[src/blind_drive_consts.vh]
`ifndef BLIND_DRIVE_CONSTS_VH
`define BLIND_DRIVE_CONSTS_VH
// ==========================================================
// timing
`define CLK_HZ            40000000
`define MS_CYCLES         (`CLK_HZ / 1000)
`define TRAVEL_S_MIN      15'd1
`define TRAVEL_S_MAX      15'd18000
`define TRAVEL_S_DEF      15'd60
`define REV_MS_MIN        13'd50
`define REV_MS_MAX        13'd5000
`define REV_MS_DEF        13'd700
// ==========================================================
// approach modes
`define APP_DIRECT        2'd0
`define APP_VIA_UP        2'd1
`define APP_VIA_DOWN      2'd2
`define APP_SHORTEST      2'd3
// ==========================================================
// status send policy
`define SEND_UPDATE_ONLY  2'd0
`define SEND_ON_CHANGE    2'd1
`define SEND_ON_REQUEST   2'd2
`define SEND_CHANGE_REQ   2'd3
// ==========================================================
// extra feedback
`define EXTRA_NONE        2'd0
`define EXTRA_ENDS        2'd1
`define EXTRA_BYTE        2'd2
// ==========================================================
// cut-off modes: 0..4 end position + 0/2/5/10/20 %, 5 full time + 10 %
`define CUT_END_0         3'd0
`define CUT_END_2         3'd1
`define CUT_END_5         3'd2
`define CUT_END_10        3'd3
`define CUT_END_20        3'd4
`define CUT_FULL_10       3'd5
// ==========================================================
// position scale
`define POS_UP            8'h00
`define POS_DOWN          8'hff
// status byte bit positions
`define SB_UPPER          0
`define SB_LOWER          1
`define SB_MOVING_UP      2
`define SB_MOVING_DOWN    3
`define SB_REVERSING      4
`endif

[src/blind_drive_positioner.v]
// Behaviour
// - direct mode drives straight to target
// - via-up/down visits chosen end first
// - shortest mode visits nearer end first
// - feedback enabled keeps current position status
// - send policy: update, change, request, both
// - end feedback drives upper/lower limit flags
// - status byte replaces flags; none gives nothing
// - travel time 1..18000 s bases estimate
// - direction change holds both relays off
// - end cut-off: remaining time plus overflow
// - full-time cut-off: total time plus ten percent
`include "blind_drive_consts.vh"
module blind_drive_positioner
(
	input  wire        i_clk,          // 40 MHz system clock
	input  wire        i_rst_n,        // asynchronous reset, active low
	input  wire        i_pos_cmd,      // one-cycle pulse: new target position
	input  wire [7:0]  i_pos_target,   // target, 0 up .. 255 down
	input  wire        i_stop_cmd,     // one-cycle pulse: stop now
	input  wire        i_status_req,   // one-cycle pulse: status read request
	input  wire [1:0]  i_approach,     // approach mode
	input  wire        i_fb_enable,    // position feedback enabled
	input  wire [1:0]  i_send_mode,    // status send policy
	input  wire [1:0]  i_extra_fb,     // extra feedback selection
	input  wire [14:0] i_travel_s,     // total travel time in seconds
	input  wire [12:0] i_reverse_ms,   // reversing pause in ms
	input  wire [2:0]  i_cutoff,       // cut-off mode
	output wire        o_relay_up,     // motor up relay
	output wire        o_relay_down,   // motor down relay
	output reg  [7:0]  o_pos_status,   // current position status value
	output reg         o_pos_send,     // one-cycle pulse: transmit status
	output reg         o_upper_end,    // upper end reached flag
	output reg         o_lower_end,    // lower end reached flag
	output reg  [7:0]  o_status_byte,  // coded status byte
	output reg         o_status_byte_en // status byte enabled
);
	// ==========================================================
	// reset synchroniser
	reg rst_s1_q;
	reg rst_q;
	always @(posedge i_clk or negedge i_rst_n)
	begin
		if (!i_rst_n)
		begin
			rst_s1_q <= 1'b0;
			rst_q    <= 1'b0;
		end
		else
		begin
			rst_s1_q <= 1'b1;
			rst_q    <= rst_s1_q;
		end
	end
	wire rst_n = rst_q;

	// ==========================================================
	// configuration clamp
	wire [14:0] travel_s = (i_travel_s < `TRAVEL_S_MIN) ? `TRAVEL_S_MIN :
		(i_travel_s > `TRAVEL_S_MAX) ? `TRAVEL_S_MAX : i_travel_s;
	wire [12:0] rev_ms = (i_reverse_ms < `REV_MS_MIN) ? `REV_MS_MIN :
		(i_reverse_ms > `REV_MS_MAX) ? `REV_MS_MAX : i_reverse_ms;

	// ==========================================================
	// position tick: one step of 1/255 travel per tick
	// tick period = travel_s * 40e6 / 255 cycles; the product needs 40 bits at
	// 18000 s, so it is formed wide; the quotient fits 32 bits (<= 2.83e9)
	wire [47:0] step_prod   = travel_s * 48'h0000_0262_5a00;
	wire [47:0] step_quot   = step_prod / 48'h0000_0000_00ff;
	wire [31:0] step_cycles = step_quot[31:0];
	wire [31:0] ms_cycles   = `MS_CYCLES;
	reg  [31:0] step_cnt_q;
	reg  [7:0]  pos_q;      // time-based estimate
	reg  [7:0]  frac_q;     // unused, held at zero from reset

	localparam [5:0] ST_IDLE    = 6'b000001;
	localparam [5:0] ST_PAUSE   = 6'b000010;
	localparam [5:0] ST_UP      = 6'b000100;
	localparam [5:0] ST_DOWN    = 6'b001000;
	localparam [5:0] ST_OVER    = 6'b010000;
	localparam [5:0] ST_SPARE   = 6'b100000;

	reg [5:0]  state_q;
	reg        dir_down_q;   // direction of the current or pending move
	reg        last_down_q;  // direction last energised
	reg        ran_q;        // a direction was energised since reset
	reg [7:0]  goal_q;       // present leg target
	reg [7:0]  final_q;      // final commanded target
	reg        via_q;        // an end leg precedes the final leg
	reg [7:0]  over_q;       // overflow steps still to drive
	reg [7:0]  over_lim_q;   // overflow steps for this end move
	reg [31:0] pause_q;      // reversing pause cycles elapsed
	reg        full_q;       // full-time end move in progress
	reg [8:0]  full_steps_q; // steps left for a full-time move

	// overflow in steps of 1/255 travel
	function [7:0] over_steps;
		input [2:0] mode;
		begin
			case (mode)
				`CUT_END_2:   over_steps = 8'h05;
				`CUT_END_5:   over_steps = 8'h0d;
				`CUT_END_10:  over_steps = 8'h1a;
				`CUT_END_20:  over_steps = 8'h33;
				default:      over_steps = 8'h00;
			endcase
		end
	endfunction

	wire is_end_goal = (goal_q == `POS_UP) || (goal_q == `POS_DOWN);
	wire full_mode   = (i_cutoff == `CUT_FULL_10);
	wire step_tick   = (step_cnt_q >= step_cycles - 32'd1);
	wire near_down   = (pos_q > 8'h7f);

	// leg start: returns true when the move needs a reversing pause first
	wire need_pause = ran_q && (dir_down_q != last_down_q);

	// ==========================================================
	// motion sequencer
	always @(posedge i_clk or negedge rst_n)
	begin
		if (!rst_n)
		begin
			state_q      <= ST_IDLE;
			dir_down_q   <= 1'b0;
			last_down_q  <= 1'b0;
			ran_q        <= 1'b0;
			goal_q       <= `POS_UP;
			final_q      <= `POS_UP;
			via_q        <= 1'b0;
			over_q       <= 8'h00;
			over_lim_q   <= 8'h00;
			pause_q      <= 32'h0;
			step_cnt_q   <= 32'h0;
			pos_q        <= `POS_UP;
			frac_q       <= 8'h00;
			full_q       <= 1'b0;
			full_steps_q <= 9'h000;
		end
		else if (i_stop_cmd)
		begin
			// stop drops both relays this same edge; a later move still pauses
			state_q    <= ST_IDLE;
			step_cnt_q <= 32'h0;
			via_q      <= 1'b0;
			full_q     <= 1'b0;
		end
		else if (i_pos_cmd)
		begin
			final_q    <= i_pos_target;
			step_cnt_q <= 32'h0;
			case (i_approach)
				`APP_VIA_UP:
				begin
					goal_q <= `POS_UP;
					via_q  <= 1'b1;
				end
				`APP_VIA_DOWN:
				begin
					goal_q <= `POS_DOWN;
					via_q  <= 1'b1;
				end
				`APP_SHORTEST:
				begin
					goal_q <= near_down ? `POS_DOWN : `POS_UP;
					via_q  <= 1'b1;
				end
				default:
				begin
					goal_q <= i_pos_target;
					via_q  <= 1'b0;
				end
			endcase
			state_q <= ST_SPARE;   // evaluate the leg next cycle
		end
		else
		begin
			case (state_q)
				ST_SPARE:
				begin
					// leg start: pick direction, load cut-off budget
					full_q       <= full_mode && is_end_goal;
					full_steps_q <= 9'd255 + 9'd26; // 255 steps + 10 %
					over_lim_q   <= is_end_goal ? over_steps(i_cutoff) : 8'h00;
					over_q       <= is_end_goal ? over_steps(i_cutoff) : 8'h00;
					if (goal_q == pos_q && !(full_mode && is_end_goal))
					begin
						if (is_end_goal && over_steps(i_cutoff) != 8'h00)
						begin
							dir_down_q <= (goal_q == `POS_DOWN);
							state_q    <= ST_PAUSE;
						end
						else if (via_q)
						begin
							via_q   <= 1'b0;
							goal_q  <= final_q;
						end
						else
							state_q <= ST_IDLE;
					end
					else
					begin
						dir_down_q <= (goal_q == `POS_DOWN) ? 1'b1 :
							(goal_q == `POS_UP) ? 1'b0 : (goal_q > pos_q);
						state_q    <= ST_PAUSE;
					end
					pause_q <= 32'h0;
				end
				ST_PAUSE:
				begin
					if (need_pause && pause_q < rev_ms * ms_cycles)
						pause_q <= pause_q + 32'd1; // both relays off
					else
					begin
						last_down_q <= dir_down_q;
						ran_q       <= 1'b1;
						state_q     <= dir_down_q ? ST_DOWN : ST_UP;
					end
				end
				ST_UP, ST_DOWN:
				begin
					if (step_tick)
					begin
						step_cnt_q <= 32'h0;
						if (full_q)
							full_steps_q <= full_steps_q - 9'd1;
						if (dir_down_q && pos_q != `POS_DOWN)
							pos_q <= pos_q + 8'd1;
						else if (!dir_down_q && pos_q != `POS_UP)
							pos_q <= pos_q - 8'd1;
					end
					else
						step_cnt_q <= step_cnt_q + 32'd1;
					if (full_q)
					begin
						if (full_steps_q == 9'h000)
						begin
							full_q  <= 1'b0;
							state_q <= via_q ? ST_SPARE : ST_IDLE;
							if (via_q)
								goal_q <= final_q;
							via_q   <= 1'b0;
						end
					end
					else if (pos_q == goal_q)
					begin
						if (is_end_goal && over_q != 8'h00)
							state_q <= ST_OVER;
						else
						begin
							state_q <= via_q ? ST_SPARE : ST_IDLE;
							if (via_q)
								goal_q <= final_q;
							via_q   <= 1'b0;
						end
					end
				end
				ST_OVER:
				begin
					if (step_tick)
					begin
						step_cnt_q <= 32'h0;
						over_q     <= over_q - 8'd1;
						if (over_q == 8'd1)
						begin
							state_q <= via_q ? ST_SPARE : ST_IDLE;
							if (via_q)
								goal_q <= final_q;
							via_q   <= 1'b0;
						end
					end
					else
						step_cnt_q <= step_cnt_q + 32'd1;
				end
				default:
					state_q <= state_q;
			endcase
		end
	end

	// ==========================================================
	// relays: one direction at a time by construction
	wire drive = (state_q == ST_UP) || (state_q == ST_DOWN) || (state_q == ST_OVER);
	assign o_relay_up   = drive && !dir_down_q && !i_stop_cmd;
	assign o_relay_down = drive &&  dir_down_q && !i_stop_cmd;

	// ==========================================================
	// feedback
	always @(posedge i_clk or negedge rst_n)
	begin
		if (!rst_n)
		begin
			o_pos_status     <= `POS_UP;
			o_pos_send       <= 1'b0;
			o_upper_end      <= 1'b0;
			o_lower_end      <= 1'b0;
			o_status_byte    <= 8'h00;
			o_status_byte_en <= 1'b0;
		end
		else
		begin
			o_pos_send <= 1'b0;
			if (i_fb_enable)
			begin
				o_pos_status <= pos_q;
				case (i_send_mode)
					`SEND_ON_CHANGE:
						o_pos_send <= (pos_q != o_pos_status);
					`SEND_ON_REQUEST:
						o_pos_send <= i_status_req;
					`SEND_CHANGE_REQ:
						o_pos_send <= (pos_q != o_pos_status) || i_status_req;
					default:
						o_pos_send <= 1'b0;
				endcase
			end
			o_upper_end <= (i_extra_fb == `EXTRA_ENDS) && (pos_q == `POS_UP);
			o_lower_end <= (i_extra_fb == `EXTRA_ENDS) && (pos_q == `POS_DOWN);
			o_status_byte_en <= (i_extra_fb == `EXTRA_BYTE);
			if (i_extra_fb == `EXTRA_BYTE)
			begin
				o_status_byte <= 8'h00;
				o_status_byte[`SB_UPPER]       <= (pos_q == `POS_UP);
				o_status_byte[`SB_LOWER]       <= (pos_q == `POS_DOWN);
				o_status_byte[`SB_MOVING_UP]   <= o_relay_up;
				o_status_byte[`SB_MOVING_DOWN] <= o_relay_down;
				o_status_byte[`SB_REVERSING]   <= (state_q == ST_PAUSE);
			end
			else
				o_status_byte <= 8'h00;
		end
	end
endmodule // blind_drive_positioner

[config.mk]
export PLATFORM = sky130hd
export DESIGN_NAME = blind_drive_positioner
export DESIGN_NICKNAME = d
export VERILOG_FILES = /design/src/blind_drive_positioner.v
export VERILOG_INCLUDE_DIRS = /design/src /design/src/src
export SDC_FILE = /design/constraint.sdc
export NUM_CORES = 1
export LEC_CHECK = 0
export BUFFER_PORTS_ARGS = -buffer_cell sky130_fd_sc_hd__buf_2
export CAP_MARGIN = 20
export CORE_UTILIZATION = 40
export DETAILED_ROUTE_END_ITERATION = 16
export PLACE_DENSITY = 0.56
export SYNTH_ARGS = -nofsm -noshare
export SYNTH_HDL_FRONTEND = slang
export SYNTH_SLANG_ARGS = --single-unit
[constraint.sdc]
create_clock -name i_clk -period 7.4 [get_ports i_clk]
set_input_delay 0.74 -clock i_clk [delete_from_list [all_inputs] [get_ports i_clk]]
set_output_delay 0.74 -clock i_clk [all_outputs]
set_load 0.01 [all_outputs]
# Yosys cells after proc, flatten, opt, wreduce, memory -nomap -nowiden

Cells that the tools add are included.

Add/sub/neg operators: 7
Multiply operators: 2
Div/mod/pow operators: 1
Magnitude comparators: 8
Equal/unequal tests: 48
Multiplexer cells: 75
Bitwise gates (word level): 3
Reductions and logical operators: 50

Operators by type and width:

| operator                                                              | count |
|---|---|
| 32-bit 2-to-1 mux                                                     | 5 |
| 8-bit 2-to-1 mux                                                      | 19 |
| 6-bit 2-to-1 mux                                                      | 13 |
| 32-bit by 1-bit adder with 32-bit output, second input constant       | 2 |
| 32-bit case mux with 2 select lines                                   | 1 |
| 41-bit by 8-bit divider with 48-bit output, second input constant     | 1 |
| 6-bit case mux with 4 select lines                                    | 2 |
| 8-bit case mux with 3 select lines                                    | 2 |
| 32-bit greater-or-equal comparator                                    | 1 |
| 32-bit by 29-bit < comparator with 1-bit output                       | 1 |
| 15-bit by 17-bit multiplier with 32-bit output, second input constant | 1 |
| 4-bit inequality test, second input constant                          | 8 |
| 32-bit by 1-bit subtractor with 32-bit output, second input constant  | 1 |
| 15-bit 2-to-1 mux                                                     | 2 |
| 13-bit 2-to-1 mux                                                     | 2 |
| 8-bit nonzero test                                                    | 3 |
| 13-bit by 10-bit multiplier with 23-bit output, second input constant | 1 |
| 1-bit 2-to-1 mux                                                      | 20 |
| 9-bit 2-to-1 mux                                                      | 2 |
| 9-bit case mux with 2 select lines                                    | 1 |
| 8-bit == test                                                         | 2 |
| 8-bit == test, second input constant                                  | 2 |
| 8-bit logical NOT                                                     | 2 |
| 8-bit case mux with 2 select lines                                    | 1 |
| other kinds (50)                                                      | 99 |

Register bits after elaboration: 138
Input bits: 51
Output and inout port bits: 22
Logic and storage cells: 215

# Depth between registers and ports, before layout

Gate-level depths: netlist of the first run.

Word-level depth: 16
Mapped depth: 174

# Worst setup path before layout of the first run

OpenSTA, ideal clock, no wires.

Kind: input to register
From: input i_travel_s[13]
To: register state_q[3]
Library setup time: 0.137 ns
Arrival: 34.014 ns
Data required time: 7.263 ns
Path slack: -26.751 ns
Cell stages on the path: 154
Path buffers: 11
Path through: or3_1 > o21ai_0 > o21bai_1 > and2_1 > ha_1 > inv_1 > fa_1 > inv_1 > fa_1 > inv_1 > fa_1 > inv_1 > fa_1 > inv_1 > fa_1 > inv_1 > ha_1 > buf_6 > (+118 left out) > nand2b_1 > a21oi_1 > nor2b_1 > o21ai_0 > nand2b_1 > a21oi_1 > nor2b_1 > o21ai_0 > nand2b_1 > a21oi_1 > o31ai_1 > a221oi_1 > o21ai_0 > o21a_1 > a21oi_1 > or3_1 > clkbuf_1 > o21ai_0

Longest elaborated chain between the ends: 9
Elaborated cells on any way between the ends: 10
Those cells by class: add/sub: 1; mul: 1; div: 1; order compare: 3; eq/ne: 1; mux: 2; reduce/logical: 1

Ends and longest elaborated chain:

| item                                               | line                         | source |
|---|---|---|
| from (decl)                                        | blind_drive_positioner.v:26  | `input wire [14:0] i_travel_s,` |
| 15-bit greater-than comparator (no source line)    | -                            |  |
| 15-bit 2-to-1 mux                                  | blind_drive_positioner.v:60  | `` (i_travel_s > `TRAVEL_S_MAX) ? `TRAVEL_S_MAX : i_travel_s; `` |
| 15-bit 2-to-1 mux (*)                              | blind_drive_positioner.v:59  | `` wire [14:0] travel_s = (i_travel_s < `TRAVEL_S_MIN) ? `TRAVEL_S_MIN : `` |
| 15-bit by 17-bit multiplier with 32-bit output (*) | blind_drive_positioner.v:68  | `wire [47:0] step_prod = travel_s * 48'h0000_0262_5a00;` |
| 41-bit by 8-bit divider with 48-bit output (*)     | blind_drive_positioner.v:69  | `wire [47:0] step_quot = step_prod / 48'h0000_0000_00ff;` |
| 32-bit by 1-bit subtractor with 32-bit output (*)  | blind_drive_positioner.v:112 | `wire step_tick = (step_cnt_q >= step_cycles - 32'd1);` |
| 32-bit greater-or-equal comparator (*)             | blind_drive_positioner.v:112 |  |
| 4-bit inequality test (no source line) (*)         | -                            |  |
| 7-bit AND reduction (no source line) (*)           | -                            |  |
| to (signal assigned)                               | blind_drive_positioner.v:217 | `state_q <= dir_down_q ? ST_DOWN : ST_UP;` |
| to (signal assigned)                               | blind_drive_positioner.v:239 | `state_q <= via_q ? ST_SPARE : ST_IDLE;` |
| to (signal assigned)                               | blind_drive_positioner.v:251 | `state_q <= via_q ? ST_SPARE : ST_IDLE;` |
| to (decl)                                          | blind_drive_positioner.v:83  | `reg [5:0] state_q;` |

Every way passes the cells marked *; elsewhere a longest branch is shown, timed or not.
A chain may end at the register's enable or synchronous reset.

==> reports/metrics.yaml, run 1 <==
yosys:
  ys.flop_type: "dfrtp_1"
  synth-seq-area-share_pct: 12.5
  synth.top_cell.area_share_pct: 13.2
  synthCells: 3353
  synth_area_leaders: "ha_1, dfrtp_1, fa_1"
  synth_area_per_cell_um2: 8.08
  ys_types: 182
  yosys-top-cells-count: "ha_1, inv_1, nand2_1"
  ys_ff_latch: 135
  synthArstFlopShare_pct: 100
  synth.most_common_cell: "ha_1"
  synth_top_cell_by_area: "ha_1"
  syn_area_mm2: 0.0271
  yosysWarnings: 0
  synth-edff-count: 0
cts:
  cts.sinks: 135
  clock_latency_ns: 0.42
  clockBufferDepth: 2
  hold_buffers: 0
  cts_inserted_buffers: 17
  clockRootBuffer: "clkbuf_16"
  path_clk_slew_ns: 0.06
  h-tree-depth: 4
  cts_tree: "done"
routing:
  vias_per_cell: 5.40
  drt-initial-drc-count: 1497
  routed-via-count: 29673
  drc: 0
  dr.pass1.iters: 5
  wire_per_inst_um: 15.6
  drt-total-wl_um: 86000
  ant_nets: 0
sta:
  fin_crit_ns: 30.98
  worst_pin_slew_ns: 0.874
  relSlewSlack_pct: 41.6
  max_freq_mhz: 32.3
  post-route-period-util_pct: 419
  hold_viol: 0
  rsz0062_at_grt: "true"
  drv_slew: 0
  fin_skew_ns: 0.00862
  setup_ws_ns: -23.58
  finalSetupViolCount: 98
floorplanning:
  die_area_mm2: 0.0688
  chipHeight_um: 262
  ios: 73
  die_w_um: 262
  initial_core_util_pct: 40.4
  core_area_mm2: 0.0670
  placement_rows: 95
global_routing:
  grt_pass1_wl_um: 143000
  grt_pass1_vias: 29204
  grt_overflow: 0
  antenna_found_initial: 1
  grt_usage_pct: 24.3
  grt_max_degree: 85
placed_design:
  dp_cells: 5292
  place_congestion: 0.904
  pre_cts_slack_ns: -24.38
  dp.final_hpwl_um: 68900
  port_buffers: 69
critical_path:
  crit_start: "i_travel_s[11]"
  ff2ff_path_depth: 32
  slowest_delay_ns: 0.58
  worstReg2RegStart: "step_cnt_q[0]"
  critPathArrivalTime_ns: 31.28
  start_kind: "input pin"
  r2r_slack_ns: 3.02
  cp_common_cell: "buf_4"
  worstSetupPathType: "input pin to flop"
  timing.rr.end: "goal_q[1]"
  cpMaxStageDelayCell: "or4b_4"
  worstSetupEndpoint: "last_down_q"
  critPathRequiredTime_ns: 7.70
  cp-end-kind: "flop"
  crit_fanout: 7
outcome:
  violations: "negative setup slack"
  status: "complete, but fails checks"
final_layout:
  final_layout_size_suffix_gt1_share_pct: 44.8
  fillers: 5881
  instances_no_fill: 5498
  nNetsFinal: 5035
  syn2layout_area_growth_pct: 51.9
run:
  maxCapViolations: 0
min_path:
  min_path_type: "input pin to asynchronous set/reset pin"
[area by class of cell]
cell class                 instances  area (um^2)  share of cell area [%]
multi-input combinational       2836        24700                    60.1
tap                              873         1090                    2.66
inverter                         281         1060                    2.59
sequential                       135         3380                    8.22
clock buffer                      20          447                    1.09
clock inverter                    11          103                   0.249
antenna                            1         2.50                 0.00608
timing repair buffer            1341        10300                    25.1
[cell families after synthesis]
group	count (synthesis)	synth area share [%]
buffers and inverters	386	6.72
AND/OR/NAND/NOR	1212	24.3
XOR/XNOR	214	7.36
multiplexers	43	1.85
adder cells (fa/ha/maj)	372	19.6
AO/OA/AOI/OAI	989	27.7
flip-flops	135	12.5
other	2	0.0277
[routing by layer]
layer	vias to the layer above	GRT usage, %	wire length (um)
li1	14913	-	-
met1	14137	32.8	40500
met2	520	42.9	42000
met3	103	1.25	2250
met4	0	4.48	1290
met5	-	0	0
[state kept, by name, indices dropped and copies added, names as in the netlist, 5 cells and up]
name / flops
step_cnt_q: 32
over_q: 8
final_q: 8
o_status_byte: 5
full_steps_q: 9
pause_q: 32
o_pos_status: 8
pos_q: 8
goal_q: 8
state_q: 6
[how the worst min path moves through the flow]
stage,startpoint,depth (start not counted),to
finish,i_rst_n,1,rst_n
detailed placement,rst_s1_q,0,rst_n
floorplan,rst_s1_q,0,rst_n
global placement,rst_s1_q,0,rst_n
global route,i_rst_n,1,rst_n
CTS,i_rst_n,1,rst_n
[metrics by stage]
step / setup TNS [ns] / cell area [um^2] / hold WS, ns / utilization (%)
after CTS: -1701.09 / 39800 / 0.0767 / 59.3
after floorplan: -1769.01 / 28200 / 0.331 / -
after global routing: -1856.99 / 41100 / 0.0820 / 61.4
after global placement: -1798.97 / 37100 / 0.346 / 55.4
after detailed placement: -1816.81 / 37100 / 0.336 / 55.4
final: -1736.64 / 41100 / 0.0905 / 61.4
[critical path, delay by kind of cell]
family	cells	cell delay [ns]
simple gates	46	10.13
fa+ha+maj	15	4.40
mux	1	0.12
buf+inv	29	3.35
xor+xnor	7	1.27
compound gates	61	11.15
[timing repair]
item,CTS,global route
endpoints found under the hold margin,0,0
cloned,8,1
setup buffers,108,66
setup endpoints to repair,100,104
pin swaps,125,106
resized for setup,241,179
[placed cells by master, fill, tap and decap left out, types with 28 or more instances in the layout]
cell type,synthesis,layout
buf_4,18,1210
inv_1,280,263
ha_1,286,262
nand2_1,278,250
nor2_1,254,232
dfrtp_1,134,133
a21oi_1,169,130
o21ai_1,31,109
xnor2_1,125,100
nand3_1,109,88
fa_1,86,85
o21ai_0,189,82
nand4_1,76,76
xor2_1,77,72
buf_2,10,66
nor3_1,75,62
nand2b_1,52,50
buf_6,32,50
o211ai_1,49,49
and3_1,57,48
a21oi_2,11,43
a31oi_1,50,42
a21o_1,36,36
o21ai_2,10,30
o31ai_1,35,28
Power of run 1 is left out: the tool's default activity adds up to more than one toggle a clock period on the data nets, which glitch-free logic cannot reach.
==> run 2: changes to the inputs <==
RECOVER_POWER = 100   (was unset)
TNS_END_PERCENT = 30   (was unset)
==> run 2 against run 1 <==
  * Largest cell class unchanged
  * Count of clock-buffer cells in the layout shrank 2
  * Core utilization shrank 0.20 points
  * The run ends with max-capacitance violations, max-slew violations, negative setup slack left
  * Register-to-register slack lost 1.2 ns
  * Sequential share of layout area is essentially flat
==> reports/metrics.yaml, run 2 (same netlist as run 1, synthesis figures left out) <==
outcome:
  status: "complete, but fails checks"
  violations: "max-capacitance violations, max-slew violations, negative setup slack"
global_routing:
  grt_max_degree: 76
  grt_overflow: 0
  grt_pass1_wl_um: 141000
  grt_pass1_vias: 28970
  antenna_found_initial: 2
  grt_usage_pct: 23.9
floorplanning:
  chipHeight_um: 262
  initial_core_util_pct: 40.4
  die_area_mm2: 0.0688
  placement_rows: 95
  die_w_um: 262
  core_area_mm2: 0.0670
  ios: 73
critical_path:
  cp_common_cell: "buf_4"
  worstSetupPathType: "input pin to flop"
  critPathRequiredTime_ns: 7.71
  start_kind: "input pin"
  cpMaxStageDelayCell: "or4_4"
  ff2ff_path_depth: 1
  slowest_delay_ns: 0.59
  critPathArrivalTime_ns: 31.19
  crit_fanout: 7
  cp-end-kind: "flop"
sta:
  max_freq_mhz: 32.4
  rsz0062_at_grt: "true"
  drv_slew: 136
  relSlewSlack_pct: -158
  setup_ws_ns: -23.48
  fin_skew_ns: 0.0112
  fin_crit_ns: 30.88
  hold_viol: 0
  worst_pin_slew_ns: 3.87
  post-route-period-util_pct: 417
  setup_tns_ns: -1737.73
  finalSetupViolCount: 99
final_layout:
  top_regs: "pause_q x32, step_cnt_q x32, full_steps_q x9"
  syn2layout_area_growth_pct: 51.3
  final_layout_size_suffix_gt1_share_pct: 44.4
  instances_no_fill: 5490
  layout_commonest_cell: "buf_4"
  final_cell_mix: "buf_4, inv_1, ha_1"
  nNetsFinal: 5025
routing:
  dr.pass1.iters: 6
  drt-initial-drc-count: 1732
  drc: 0
  routed-via-count: 29674
  ant_nets: 0
  drt-total-wl_um: 86000
  wire_per_inst_um: 15.7
  vias_per_cell: 5.41
placed_design:
  dp.final_hpwl_um: 69000
  port_buffers: 69
  place_congestion: 0.888
  dp_cells: 5297
cts:
  clockRootBuffer: "clkbuf_16"
  hold_buffers: 0
  cts_tree: "done"
  clockBufferDepth: 2
  h-tree-depth: 4
  clock_latency_ns: 0.43
  cts_inserted_buffers: 17
  cts.sinks: 135
  path_clk_slew_ns: 0.06
min_path:
  min_path_type: "input pin to asynchronous set/reset pin"
run:
  maxCapViolations: 2
run 2: changes by cell type in the layout (fill, tap and decap cells not counted), moves of 7 or more:
cell      before  now
clkbuf_1       2   23
xnor2_1      100  107
inv_1        263  272
o21ai_2       30   39
xnor2_2       24   15
a21oi_1      130  123
o21ai_0       82  105
buf_2         66   46
o21ai_1      109   76
run 2: layer usage:
| metal | vias up | wire length, um | global-route usage, % |
|---|---|---|---|
| met3 | 130 | 2680 | 1.98 |
| li1 | 14920 | - | - |
| met2 | 566 | 41700 | 41.6 |
| met4 | 0 | 1800 | 5.42 |
| met5 | - | 0 | 0 |
| met1 | 14058 | 39900 | 32.0 |
run 2: through the flow:
step                utilization (%)  worst slack, ns  cell area [um^2]  hold WS [ns]
global route                   61.2           -24.88             41000        0.0817
finish                         61.2           -23.48             41000        0.0815
floorplan                         -           -24.02             28100         0.331
global placement               55.2           -24.51             37000         0.340
detailed placement             55.2           -24.78             37000         0.336
CTS                            58.9           -23.25             39500        0.0658
run 2: critical path: cells and delay by family:
kind	cells	cell delay, ns
mux	4	0.80
buf+inv	31	3.99
xor+xnor	6	1.04
fa+ha+maj	12	3.95
simple gates	44	10.88
compound gates	53	9.75
run 2: cell type report:
class,instances,area [um^2]
inverter,281,1050
clock buffer,18,439
multi-input combinational,2836,24700
fill,5922,26000
sequential,135,3380
timing repair buffer,1331,10100
clock inverter,14,139
antenna,2,5.00
tap,873,1090
run 2: repair_timing:
| action | in CTS | in global routing |
|---|---|---|
| setup endpoints to repair | 104 | 105 |
| hold endpoints to repair | 0 | 0 |
| setup buffers | 90 | 63 |
| pin swaps | 138 | 142 |
| gates cloned | 2 | 5 |
| resized for setup | 236 | 239 |
run 2: final timing paths:
path / start / end / slack (ns)
hold reg to reg: rst_s1_q / rst_n / 0.36
setup reg to reg: rst_n / step_cnt_q[29] / 1.78
min in group i_clk: rst_s1_q / rst_n / 0.36
setup / recovery: i_travel_s[11] / last_down_q / -23.48
max in group asynchronous: rst_n / step_cnt_q[29] / 1.78
hold / removal: i_rst_n / rst_n / 0.08
Power of run 2 is left out for the same reason.
